==> src/design/eefm_pkg.sv <==
// package: register map, field positions and reset values of the extended event flag and mask block
package eefm_pkg;
  localparam int unsigned ADDR_W       = 8;
  localparam int unsigned DATA_W       = 8;
  localparam int unsigned NUM_BYTES    = 3;
  // volatile register addresses
  localparam logic [7:0] ADDR_FLAGS2   = 8'hCD;
  localparam logic [7:0] ADDR_FLAGS1   = 8'hCE;
  localparam logic [7:0] ADDR_FLAGS0   = 8'hCF;
  localparam logic [7:0] ADDR_MASK2    = 8'hD0;
  localparam logic [7:0] ADDR_MASK1    = 8'hD1;
  localparam logic [7:0] ADDR_MASK0    = 8'hD2;
  // non-volatile mask copies
  localparam logic [7:0] ADDR_NVMASK2  = 8'h80;
  localparam logic [7:0] ADDR_NVMASK1  = 8'h81;
  localparam logic [7:0] ADDR_NVMASK0  = 8'h82;
  // byte 0 field positions
  localparam int unsigned B0_SER_OVF   = 0;
  localparam int unsigned B0_RF_OVF    = 1;
  localparam int unsigned B0_WR_FAIL   = 2;
  localparam int unsigned B0_ACK_MISS  = 3;
  localparam int unsigned B0_PAY_CRC   = 4;
  localparam int unsigned B0_HDR_CRC   = 5;
  localparam int unsigned B0_ACK_SEQ   = 6;
  localparam int unsigned B0_FRAME     = 7;
  // byte 1 field positions
  localparam int unsigned B1_TX_DONE   = 0;
  localparam int unsigned B1_RX_PEND   = 1;
  localparam int unsigned B1_PLAIN     = 2;
  localparam int unsigned B1_SEQ_DEC   = 3;
  localparam int unsigned B1_SEQ_SKIP  = 4;
  localparam int unsigned B1_PAIRING   = 5;
  // implemented bits per flag byte; reserved bits read zero
  localparam logic [7:0] IMPL_MASK0    = 8'hFF;
  localparam logic [7:0] IMPL_MASK1    = 8'h3F;
  localparam logic [7:0] IMPL_MASK2    = 8'h00;
  // reset values
  localparam logic [7:0] FLAGS_RESET   = 8'h00;
  localparam logic [7:0] MASK_RESET    = 8'h00;
  localparam logic [7:0] READ_DEFAULT  = 8'h00;
endpackage : eefm_pkg

==> src/design/eefm_nv_mask.sv <==
// non-volatile copy of the three mask bytes, stands in for persistent storage
`timescale 1ns/1ps
module eefm_nv_mask
  import eefm_pkg::*;
#(
  parameter logic [7:0] NV_DEFAULT2 = 8'h00,
  parameter logic [7:0] NV_DEFAULT1 = 8'h00,
  parameter logic [7:0] NV_DEFAULT0 = 8'h00
) (
  input  wire logic                      clock,
  input  wire logic                      nrst,
  input  wire logic                      wr_en,
  input  wire logic [eefm_pkg::ADDR_W-1:0] wr_addr,
  input  wire logic [eefm_pkg::DATA_W-1:0] wr_data,
  output logic      [eefm_pkg::DATA_W-1:0] nv_byte2,
  output logic      [eefm_pkg::DATA_W-1:0] nv_byte1,
  output logic      [eefm_pkg::DATA_W-1:0] nv_byte0
);
  logic [7:0] next_nv2, next_nv1, next_nv0;

  ////////////////////////////////////////////////////////////////////////////////
  // a real part keeps these across power loss; here reset loads fixed defaults
  always_comb begin
    next_nv2 = nv_byte2;
    next_nv1 = nv_byte1;
    next_nv0 = nv_byte0;
    if (wr_en) begin
      if (wr_addr == ADDR_NVMASK2) begin
        next_nv2 = wr_data;
      end else if (wr_addr == ADDR_NVMASK1) begin
        next_nv1 = wr_data;
      end else if (wr_addr == ADDR_NVMASK0) begin
        next_nv0 = wr_data;
      end
    end
  end

  always_ff @(posedge clock or negedge nrst) begin
    if (!nrst) begin
      nv_byte2 <= NV_DEFAULT2;
      nv_byte1 <= NV_DEFAULT1;
      nv_byte0 <= NV_DEFAULT0;
    end else begin
      nv_byte2 <= next_nv2;
      nv_byte1 <= next_nv1;
      nv_byte0 <= next_nv0;
    end
  end
endmodule // eefm_nv_mask

==> src/design/eefm_core.sv <==
// extended event flags, masks and event output line
`timescale 1ns/1ps

module eefm_core
  import eefm_pkg::*;
#(
  parameter int unsigned SEQ_W = 8
) (
  input  wire logic                        clock,
  input  wire logic                        nrst,
  // host register port
  input  wire logic                        reg_wr,
  input  wire logic                        reg_rd,
  input  wire logic [eefm_pkg::ADDR_W-1:0] reg_addr,
  input  wire logic [eefm_pkg::DATA_W-1:0] reg_wdata,
  output logic      [eefm_pkg::DATA_W-1:0] reg_rdata,
  output logic                             reg_hit,
  // legacy mask from the surrounding exception logic
  input  wire logic [7:0]                  legacy_event_mask,
  // internal event pulses
  input  wire logic                        serial_buffer_overflow,
  input  wire logic                        radio_buffer_overflow,
  input  wire logic                        reg_write_failed,
  input  wire logic                        ack_missing,
  input  wire logic                        payload_crc_error,
  input  wire logic                        header_crc_error,
  input  wire logic                        ack_seq_mismatch,
  input  wire logic                        frame_type_unsupported,
  input  wire logic                        packet_sent,
  input  wire logic                        packet_ack_requested,
  input  wire logic                        ack_received,
  input  wire logic                        rx_bytes_waiting,
  input  wire logic                        rx_packet_valid,
  input  wire logic                        rx_packet_encrypted,
  input  wire logic [SEQ_W-1:0]            rx_seq_num,
  input  wire logic                        accept_plaintext,
  input  wire logic                        pairing_start,
  // status line
  output logic                             event_out_line
);
  logic [7:0] ext_event_flags [NUM_BYTES];
  logic [7:0] next_flags      [NUM_BYTES];
  logic [7:0] ext_event_mask  [NUM_BYTES];
  logic [7:0] next_mask       [NUM_BYTES];
  logic [7:0] set_vec         [NUM_BYTES];
  logic [7:0] impl_vec        [NUM_BYTES];
  logic [7:0] nv_mask         [NUM_BYTES];
  logic [NUM_BYTES-1:0] flag_wr_sel;
  logic [NUM_BYTES-1:0] mask_wr_sel;
  logic [NUM_BYTES-1:0] byte_hit;
  logic                 mask_loaded;
  logic                 next_mask_loaded;
  logic                 tx_wait_ack;
  logic                 next_tx_wait_ack;
  logic                 tx_complete_flag;
  logic                 seq_valid;
  logic                 next_seq_valid;
  logic [SEQ_W-1:0]     last_seq;
  logic [SEQ_W-1:0]     next_last_seq;
  logic [SEQ_W-1:0]     seq_plus_one;
  logic                 sequence_decreased;
  logic                 sequence_skipped;
  logic                 plaintext_received;
  logic                 enc_rx;
  logic [7:0]           next_rdata;
  logic                 next_hit;
  logic                 nv_wr;

  ////////////////////////////////////////////////////////////////////////////////
  // saved mask copies; their write strobe comes from the address decode below

  eefm_nv_mask u_nv (
    .clock    (clock),
    .nrst     (nrst),
    .wr_en    (nv_wr),
    .wr_addr  (reg_addr),
    .wr_data  (reg_wdata),
    .nv_byte2 (nv_mask[2]),
    .nv_byte1 (nv_mask[1]),
    .nv_byte0 (nv_mask[0])
  );

  ////////////////////////////////////////////////////////////////////////////////
  // transmit completion and sequence tracking
  always_comb begin
    next_tx_wait_ack = tx_wait_ack;
    tx_complete_flag = 1'b0;
    if (packet_sent && !packet_ack_requested) begin
      tx_complete_flag = 1'b1;
    end else if (packet_sent) begin
      next_tx_wait_ack = 1'b1;
    end
    if (tx_wait_ack && ack_received) begin
      tx_complete_flag = 1'b1;
      next_tx_wait_ack = 1'b0;
    end
    // giving up on the ack ends the wait, so a late ack cannot complete the send
    if (ack_missing) begin
      next_tx_wait_ack = 1'b0;
    end
    next_seq_valid = seq_valid;
    next_last_seq  = last_seq;
    if (enc_rx) begin
      next_seq_valid = 1'b1;
      next_last_seq  = rx_seq_num;
    end
  end

  assign enc_rx             = rx_packet_valid && rx_packet_encrypted;
  assign seq_plus_one       = rx_seq_num - SEQ_W'(1);
  // first encrypted packet after reset has no predecessor to compare with
  // no wraparound handling: a counter rolling over reads as a decrease
  assign sequence_decreased = enc_rx && seq_valid && (rx_seq_num < last_seq);
  assign sequence_skipped   = enc_rx && seq_valid && (rx_seq_num > last_seq)
                              && (seq_plus_one > last_seq);
  assign plaintext_received = rx_packet_valid && !rx_packet_encrypted && accept_plaintext;

  always_ff @(posedge clock or negedge nrst) begin
    if (!nrst) begin
      tx_wait_ack <= 1'b0;
      seq_valid   <= 1'b0;
      last_seq    <= '0;
    end else begin
      tx_wait_ack <= next_tx_wait_ack;
      seq_valid   <= next_seq_valid;
      last_seq    <= next_last_seq;
    end
  end

  ////////////////////////////////////////////////////////////////////////////////
  // event set vectors
  always_comb begin
    set_vec[0] = '0;
    set_vec[1] = '0;
    set_vec[2] = '0;
    set_vec[0][B0_SER_OVF]  = serial_buffer_overflow;
    set_vec[0][B0_RF_OVF]   = radio_buffer_overflow;
    set_vec[0][B0_WR_FAIL]  = reg_write_failed;
    set_vec[0][B0_FRAME]    = frame_type_unsupported;
    set_vec[0][B0_ACK_MISS] = ack_missing;
    set_vec[0][B0_PAY_CRC]  = payload_crc_error;
    set_vec[0][B0_HDR_CRC]  = header_crc_error;
    set_vec[0][B0_ACK_SEQ]  = ack_seq_mismatch;
    set_vec[1][B1_TX_DONE]  = tx_complete_flag;
    set_vec[1][B1_PLAIN]    = plaintext_received;
    set_vec[1][B1_SEQ_DEC]  = sequence_decreased;
    set_vec[1][B1_SEQ_SKIP] = sequence_skipped;
    set_vec[1][B1_PAIRING]  = pairing_start;
  end

  assign impl_vec[0] = IMPL_MASK0;
  assign impl_vec[1] = IMPL_MASK1;
  assign impl_vec[2] = IMPL_MASK2;

  ////////////////////////////////////////////////////////////////////////////////
  // address decode, byte 2 at the low address
  always_comb begin
    flag_wr_sel = '0;
    mask_wr_sel = '0;
    nv_wr       = 1'b0;
    if (reg_wr && reg_addr == ADDR_FLAGS2) begin
      flag_wr_sel[2] = 1'b1;
    end else if (reg_wr && reg_addr == ADDR_FLAGS1) begin
      flag_wr_sel[1] = 1'b1;
    end else if (reg_wr && reg_addr == ADDR_FLAGS0) begin
      flag_wr_sel[0] = 1'b1;
    end else if (reg_wr && reg_addr == ADDR_MASK2) begin
      mask_wr_sel[2] = 1'b1;
    end else if (reg_wr && reg_addr == ADDR_MASK1) begin
      mask_wr_sel[1] = 1'b1;
    end else if (reg_wr && reg_addr == ADDR_MASK0) begin
      mask_wr_sel[0] = 1'b1;
    end else if (reg_wr && reg_addr == ADDR_NVMASK2) begin
      nv_wr = 1'b1;
    end else if (reg_wr && reg_addr == ADDR_NVMASK1) begin
      nv_wr = 1'b1;
    end else if (reg_wr && reg_addr == ADDR_NVMASK0) begin
      nv_wr = 1'b1;
    end
  end

  ////////////////////////////////////////////////////////////////////////////////
  // flag and mask bytes
  genvar gi;
  generate
    for (gi = 0; gi < NUM_BYTES; gi++) begin : g_byte
      always_comb begin
        next_flags[gi] = ext_event_flags[gi];
        if (flag_wr_sel[gi]) begin
          next_flags[gi] = ext_event_flags[gi] & reg_wdata;
        end
        // a same-cycle event wins over the clearing write
        next_flags[gi] = (next_flags[gi] | set_vec[gi]) & impl_vec[gi];
        if (gi == 1) begin
          next_flags[gi][B1_RX_PEND] = rx_bytes_waiting;
        end
        next_mask[gi] = ext_event_mask[gi];
        if (!mask_loaded) begin
          next_mask[gi] = nv_mask[gi];
        end else if (mask_wr_sel[gi]) begin
          next_mask[gi] = reg_wdata;
        end
      end

      always_ff @(posedge clock or negedge nrst) begin
        if (!nrst) begin
          ext_event_flags[gi] <= FLAGS_RESET;
          ext_event_mask[gi]  <= MASK_RESET;
        end else begin
          ext_event_flags[gi] <= next_flags[gi];
          ext_event_mask[gi]  <= next_mask[gi];
        end
      end

      assign byte_hit[gi] = |(ext_event_flags[gi] & ext_event_mask[gi]);
    end
  endgenerate

  // the saved-copy load takes the first edge after reset; a mask write there is lost
  always_comb begin
    next_mask_loaded = 1'b1;
  end

  always_ff @(posedge clock or negedge nrst) begin
    if (!nrst) begin
      mask_loaded <= 1'b0;
    end else begin
      mask_loaded <= next_mask_loaded;
    end
  end

  ////////////////////////////////////////////////////////////////////////////////
  // event output line, combinational so a clear shows the next cycle
  // legacy mask comes from logic on this clock, so no synchroniser sits on it
  assign event_out_line = (legacy_event_mask == 8'h00) && (|byte_hit);

  ////////////////////////////////////////////////////////////////////////////////
  // read port; reads have no side effect
  // a read in the same cycle as a write returns the old value
  always_comb begin
    next_rdata = READ_DEFAULT;
    next_hit   = 1'b1;
    if (reg_addr == ADDR_FLAGS2) begin
      next_rdata = ext_event_flags[2];
    end else if (reg_addr == ADDR_FLAGS1) begin
      next_rdata = ext_event_flags[1];
    end else if (reg_addr == ADDR_FLAGS0) begin
      next_rdata = ext_event_flags[0];
    end else if (reg_addr == ADDR_MASK2) begin
      next_rdata = ext_event_mask[2];
    end else if (reg_addr == ADDR_MASK1) begin
      next_rdata = ext_event_mask[1];
    end else if (reg_addr == ADDR_MASK0) begin
      next_rdata = ext_event_mask[0];
    end else if (reg_addr == ADDR_NVMASK2) begin
      next_rdata = nv_mask[2];
    end else if (reg_addr == ADDR_NVMASK1) begin
      next_rdata = nv_mask[1];
    end else if (reg_addr == ADDR_NVMASK0) begin
      next_rdata = nv_mask[0];
    end else begin
      next_hit = 1'b0;
    end
    // outside a read the last answer stands until the next one
    if (!reg_rd) begin
      next_rdata = reg_rdata;
      next_hit   = reg_hit;
    end
  end

  always_ff @(posedge clock or negedge nrst) begin
    if (!nrst) begin
      reg_rdata <= READ_DEFAULT;
      reg_hit   <= 1'b0;
    end else begin
      reg_rdata <= next_rdata;
      reg_hit   <= next_hit;
    end
  end
endmodule // eefm_core

==> config.mk <==
export PLATFORM = sky130hd
export DESIGN_NAME = eefm_core
export DESIGN_NICKNAME = d
export VERILOG_FILES = /design/src/design/eefm_pkg.sv /design/src/design/eefm_nv_mask.sv /design/src/design/eefm_core.sv
export SDC_FILE = /design/constraint.sdc
export NUM_CORES = 1
export LEC_CHECK = 0
export BUFFER_PORTS_ARGS = -buffer_cell sky130_fd_sc_hd__buf_2
export CORE_MARGIN = 2
export CORE_UTILIZATION = 60
export CTS_BUF_LIST = sky130_fd_sc_hd__clkbuf_4 sky130_fd_sc_hd__clkbuf_8
export DETAILED_ROUTE_END_ITERATION = 8
export GPL_TIMING_DRIVEN = 0
export HOLD_SLACK_MARGIN = 0.03
export PLACE_DENSITY_LB_ADDON = 0.2
export SLEW_MARGIN = 20
export SYNTH_ARGS = -nofsm -noshare
export SYNTH_HDL_FRONTEND = slang
export SYNTH_HIERARCHICAL = 1
export SYNTH_SLANG_ARGS = --single-unit
==> constraint.sdc <==
create_clock -name clock -period 3.8 [get_ports clock]
set_clock_uncertainty 0.1 [all_clocks]
set_input_delay 0.38 -clock clock [delete_from_list [all_inputs] [get_ports clock]]
set_output_delay 0.38 -clock clock [all_outputs]
set_load 0.005 [all_outputs]
==> impl_metrics.ini, run 1 <==
[floorplanning]
core_um2 = 7607
rows = 32
ios = 62
dieArea_um2 = 8447
die_h_um = 91.91
start_util_pct = 60.95
dieWidth_um = 91.91

[setup_path]
critPathKind = in2reg
crit_path_max_fanout = 9
startpoint_type = primary input
endpoint_kind = flip-flop
cp.arrival_ns = 2.67
cp_data_required_time_ns = 3.94

[clock_network]
postCtsResizedCells = 0
h-tree-depth = 3
clock_sinks = 82
cts_root_buf = clkbuf_8
cts_tree = yes
clock_latency_ns = 0.35
ctsLongestPathBuffers = 2
cts_setup_buffers = 0
holdBufCountCts = 2
clk_pin_slew_ns = 0.09
numCtsBuffers = 9

[min_path]
min_path_type = in2reg

[routing]
num_vias = 3899
finalWirelength_um = 11810
met1_length_um = 5344
drt_first_pass_iters = 7
ant_nets = 0
drtIter0Drc = 269
wl_met2_um = 5325
drc = 0
viasPerCell = 6.179
wl_met3_um = 872
dr.max_layer_used = met4
avgRoutedWirePerCell_um = 18.72

[synthesis]
async_reset_ff_share_pct = 100.0
synth-seq-cells = 82
avgSynthCellArea_um2 = 10.28
synthCells = 451
yosys_warnings = 6
synth_flop_cell = dfrtp_1
synth_edf_count = 0
syn_area_um2 = 4637
ys_types = 54
yosysSeqAreaShare_pct = 44.25
syn-num-nets = 520

[sta]
setup-tns-final_ns = 0
final_hold_viol_count = 0
layout_min_cycle_time_ns = 2.532
slew_headroom_pct = 50.69
tightest_slew_ns = 0.7369
slew_viol_final = 0
fmax_mhz = 394.9
rsz0062_at_grt = false
finalCritPeriodShare_pct = 66.64
finalSetupViolCount = 0

[power]
ir_drop_mv = 0.2892
p_total_mw = 1.816
p_leak_nw = 2.556
power_density_nw_per_um2 = 343.5

[global_routing]
antenna_found_initial = 0
grt_pass1_vias = 3796
overflow = 0
track_usage_pct = 30.32
grt_max_degree = 58
grt_pass1_wl_um = 19890

[layout]
final_nets = 593
diodes = 0
nFillCells = 608
layout-area-overhead-vs-synth_pct = 14.03
drive_gt1_share_pct = 24.39
instances_no_fill = 631

[place]
dp.final_hpwl_um = 8754
port_buffers = 59
gp_congestion = 0.9708
placed_cells = 613

[outcome]
outcome = completed

[job]
maxCapViolCount = 0
==> state kept, by name, indices dropped and copies added, names as in the netlist <==
register         count
seq_valid            1
u_nv/nv_byte1        8
ext_event_mask      24
tx_wait_ack          1
reg_hit              1
mask_loaded          1
ext_event_flags     14
reg_rdata            8
u_nv/nv_byte2        8
last_seq             8
u_nv/nv_byte0        8
==> per-layer routing <==
layer | up-vias | track usage, %
li1 | 1792 | -
met1 | 1894 | 44.12
met2 | 190 | 45.53
met3 | 23 | 5.423
met4 | 0 | 11.44
met5 | - | 0
==> cells in the final DEF (no fill, tap or decap), types with 3 or more instances in the layout <==
| cell type | instances |
|---|---|
| mux2i_1 | 37 |
| xor2_1 | 4 |
| clkbuf_8 | 10 |
| inv_1 | 15 |
| a221oi_1 | 3 |
| clkinv_2 | 3 |
| o211ai_1 | 3 |
| a21o_1 | 6 |
| nand4_1 | 3 |
| dfrtp_1 | 82 |
| nor2b_1 | 13 |
| clkbuf_1 | 15 |
| a31o_1 | 4 |
| nand3_2 | 3 |
| nor4_1 | 3 |
| a22oi_1 | 4 |
| nor3_1 | 4 |
| o41ai_1 | 3 |
| nand2_1 | 24 |
| ha_1 | 17 |
| nor2_1 | 43 |
| buf_2 | 60 |
| nand3_1 | 5 |
| nand2b_1 | 13 |
| a21oi_1 | 37 |
| mux2_2 | 34 |
| o221ai_1 | 7 |
| o2bb2ai_1 | 7 |
| o21ai_0 | 24 |
==> where the power goes <==
part           leakage, nW  switching, mW  internal [mW]  total, mW
sequential            1.01         0.0314          0.910      0.941
clock               0.0924          0.330          0.255      0.586
combinational         1.45          0.167          0.122      0.289
==> final timing paths <==
| kind | from | endpoint | slack, ns | depth (start not counted) |
|---|---|---|---|---|
| max in group asynchronous | nrst | ext_event_mask[21] | 2.62 | 3 |
| min | ack_missing | tx_wait_ack | 0.08 | 2 |
| min reg2reg | seq_valid | seq_valid | 0.39 | 1 |
| max | reg_addr[3] | u_nv/nv_byte2[5] | 1.27 | 8 |
| max reg2reg | last_seq[1] | ext_event_flags[12] | 1.89 | 7 |
| min in group asynchronous | nrst | u_nv/nv_byte0[6] | 0.38 | 2 |
==> kinds of logic after synthesis <==
logic type | share of synthesized area [%]
buf+inv | 3.211
simple gates | 14.38
fa+ha+maj | 4.587
xor+xnor | 0.9444
mux | 16.24
other cells | 0.08087
compound gates | 16.30
flops | 44.25
==> synth_stat cells (3+ instances only) <==
cell type / count / share of area, %
nand4_1: 3 / 0.40
a22oi_1: 4 / 0.65
o221ai_1: 7 / 1.3
nor2_1: 43 / 3.5
mux2i_1: 37 / 8.0
nand2_1: 24 / 1.9
nor2b_1: 13 / 1.8
o2bb2ai_1: 7 / 1.3
a31o_1: 4 / 0.76
xor2_1: 4 / 0.76
o21ai_0: 24 / 2.6
nand3_2: 3 / 0.65
o211ai_1: 3 / 0.49
nand2b_1: 13 / 1.8
nand3_1: 5 / 0.54
a21o_1: 6 / 0.97
nor3_1: 4 / 0.43
ha_1: 17 / 4.6
clkbuf_1: 15 / 1.2
a21oi_1: 37 / 4.0
mux2_2: 34 / 8.3
a221oi_1: 3 / 0.57
dfrtp_1: 82 / 44
o41ai_1: 3 / 0.57
inv_1: 15 / 1.2
nor4_1: 3 / 0.40
==> critical path: stages <==
cell,delay [ns]
buf_2,0.12
or4b_4,0.57
nor2_2,0.37
o211a_1,0.20
and4bb_2,0.28
and4bb_1,0.23
buf_6,0.16
mux2_2,0.35
==> final cells by class <==
cell class                 count  area (um^2)  share of cell area [%]
multi-input combinational    334         2436                   46.07
sequential                    82         2052                   38.81
timing repair buffer          62        345.3                   6.531
buffer                        20        92.59                   1.751
tap                          102        127.6                   2.414
clock inverter                 6        40.04                  0.7572
clock buffer                  10        137.6                   2.603
inverter                      15        56.30                   1.065
==> per-stage QoR <==
step	hold slack [ns]	setup slack [ns]	util [%]	instance area, um^2
floorplan	-0.01559	1.299	-	4637
global placement	0.3523	0.9566	66.51	5060
detailed placement	0.2225	0.9395	66.91	5090
CTS	0.07529	1.305	69.51	5288
global route	0.07595	1.209	69.51	5288
finish	0.07908	1.268	69.51	5288
Note: power is estimated with default switching activity, not from simulation.
==> run 2: changes to the inputs <==
- CORE_UTILIZATION: 60 -> 54
- clock period: 3.8 -> 2.26 ns (I/O delays scaled with it)
==> run 2 against run 1 <==
Compared with the run above:
- combinational power rose by 74%
- sequential share of layout area fell by 1.3 points
- flip-flop and latch count did not move
- clock power rose by 110%
- count of clock-buffer cells in the layout rose by 2
- utilization fell by 3.2 points
- die area rose by 11%
- register-to-register slack got worse by 1.4 ns
- hold slack got worse by 0.029 ns
- critical path type unchanged
- largest cell class unchanged
==> impl_metrics.ini, run 2 (synthesis gave the netlist of run 1 again) <==
[outcome]
outcome = completed

[global_routing]
grt.busiest_layer = met2
use_met1_pct = 38.12
grt_pass1_vias = 3939
grt_pass1_wl_um = 20370
grtUsageMet2_pct = 43.11
track_usage_pct = 27.48
antenna_found_initial = 0
overflow = 0
grt_max_degree = 45
met3_usage_pct = 4.408

[routing]
drtIter0Drc = 283
finalWirelength_um = 12430
viasPerCell = 6.046
num_vias = 3912
drt_first_pass_iters = 5
avgRoutedWirePerCell_um = 19.21
ant_nets = 0
drc = 0

[clock_network]
numCtsBuffers = 9
cts_tree = yes
clk_pin_slew_ns = 0.08
ctsLongestPathBuffers = 2
cts_root_buf = clkbuf_8
clock_sinks = 82
h-tree-depth = 3
clock_latency_ns = 0.36

[sta]
slew_viol_final = 0
slew_headroom_pct = 61.17
final_hold_viol_count = 0
whs_ns = 0.05002
layout_min_cycle_time_ns = 2.116
tightest_slew_ns = 0.5824
fmax_mhz = 472.7
finalCritPeriodShare_pct = 93.61
rsz0062_at_grt = false
finalSetupViolCount = 0
setup-tns-final_ns = 0

[place]
gp_congestion = 0.8931
dp.final_hpwl_um = 8918
port_buffers = 59

[layout]
diodes = 0
regMostFlops = ext_event_mask
drive_gt1_share_pct = 24.54
layout-area-overhead-vs-synth_pct = 18.11
largest_reg_flops = 24
final_cell_mix = dfrtp_1, buf_2, nor2_1
final_common_cell = dfrtp_1
nFillCells = 670
final_nets = 606
top_regs = ext_event_mask (24), ext_event_flags (14)

[min_path]
min_path_type = in2reg

[power]
ir_drop_mv = 0.3556
p_leak_nw = 2.641
power_density_nw_per_um2 = 609.6
p_total_mw = 3.339

[floorplanning]
dieArea_um2 = 9344
rows = 33
core_um2 = 8258
ios = 62
start_util_pct = 56.15
die_h_um = 96.67
dieWidth_um = 96.67

[setup_path]
critPathKind = in2reg
startpoint_type = primary input
cp.arrival_ns = 2.26
cp_data_required_time_ns = 2.40
endpoint_kind = flip-flop
crit_path_max_fanout = 10

[job]
maxCapViolCount = 0
[run 2: per-stage QoR]
| stage | cell area (um^2) | cells | worst slack, ns | utilization, % |
|---|---|---|---|---|
| 3_5_place_dp | 5091 | 616 | -0.4556 | 61.65 |
| 4_1_cts | 5468 | 646 | 0.03368 | 66.21 |
| 5_1_grt | 5477 | 647 | 0.01366 | 66.32 |
| 6_report | 5477 | 647 | 0.1445 | 66.32 |
| 3_3_place_gp | 5069 | 615 | -0.3920 | 61.38 |
| 2_1_floorplan | 4642 | 451 | 0.009432 | - |
[run 2: power breakdown]
part           internal (mW)  switching [mW]
Sequential              1.53          0.0512
Clock                  0.696           0.557
Combinational          0.218           0.287
Total                   2.44           0.895
[run 2: critical path, stage by stage]
cell and delay, ns:
buf_2 0.12, clkbuf_1 0.39, clkbuf_2 0.30, a21oi_1 0.08
o211a_1 0.23, and4bb_2 0.26, nand4b_2 0.26, mux2_2 0.38
[run 2: final timing paths]
| path | slack [ns] | cells past startpoint | end | start |
|---|---|---|---|---|
| max | 0.14 | 8 | u_nv/nv_byte1[4] | reg_addr[1] |
| min | 0.05 | 3 | ext_event_flags[10] | rx_packet_valid |
| max reg2reg | 0.45 | 7 | ext_event_flags[12] | last_seq[1] |
| min reg2reg | 0.39 | 2 | last_seq[1] | last_seq[1] |
| max in group asynchronous | 1.14 | 3 | ext_event_flags[18] | nrst |
| min in group asynchronous | 0.31 | 2 | mask_loaded | nrst |
[run 2: final cells by class]
cell class	instances	area, um^2	share of cell area, %
Clock inverter	4	73.82	1.348
Multi-Input combinational cell	334	2444	44.62
Sequential cell	82	2052	37.47
Clock buffer	12	158.9	2.902
Timing Repair Buffer	75	465.4	8.499
Inverter	15	56.30	1.028
Tap cell	105	131.4	2.399
Buffer	20	95.09	1.736
[run 2: repair_timing]
item / 4_1_cts / 5_1_grt
hold buffers: 14 / 0
endpoints found under the setup margin: 20 / 24
resized for setup: 2 / 2
buffers inserted: 0 / 1
endpoints found under the hold margin: 56 / 0
pin swaps: 0 / 1
[run 2: layer usage]
layer,vias up,wire length (um)
met4,0,384
li1,1814,-
met3,35,813
met5,-,0
met1,1893,5528
met2,170,5699
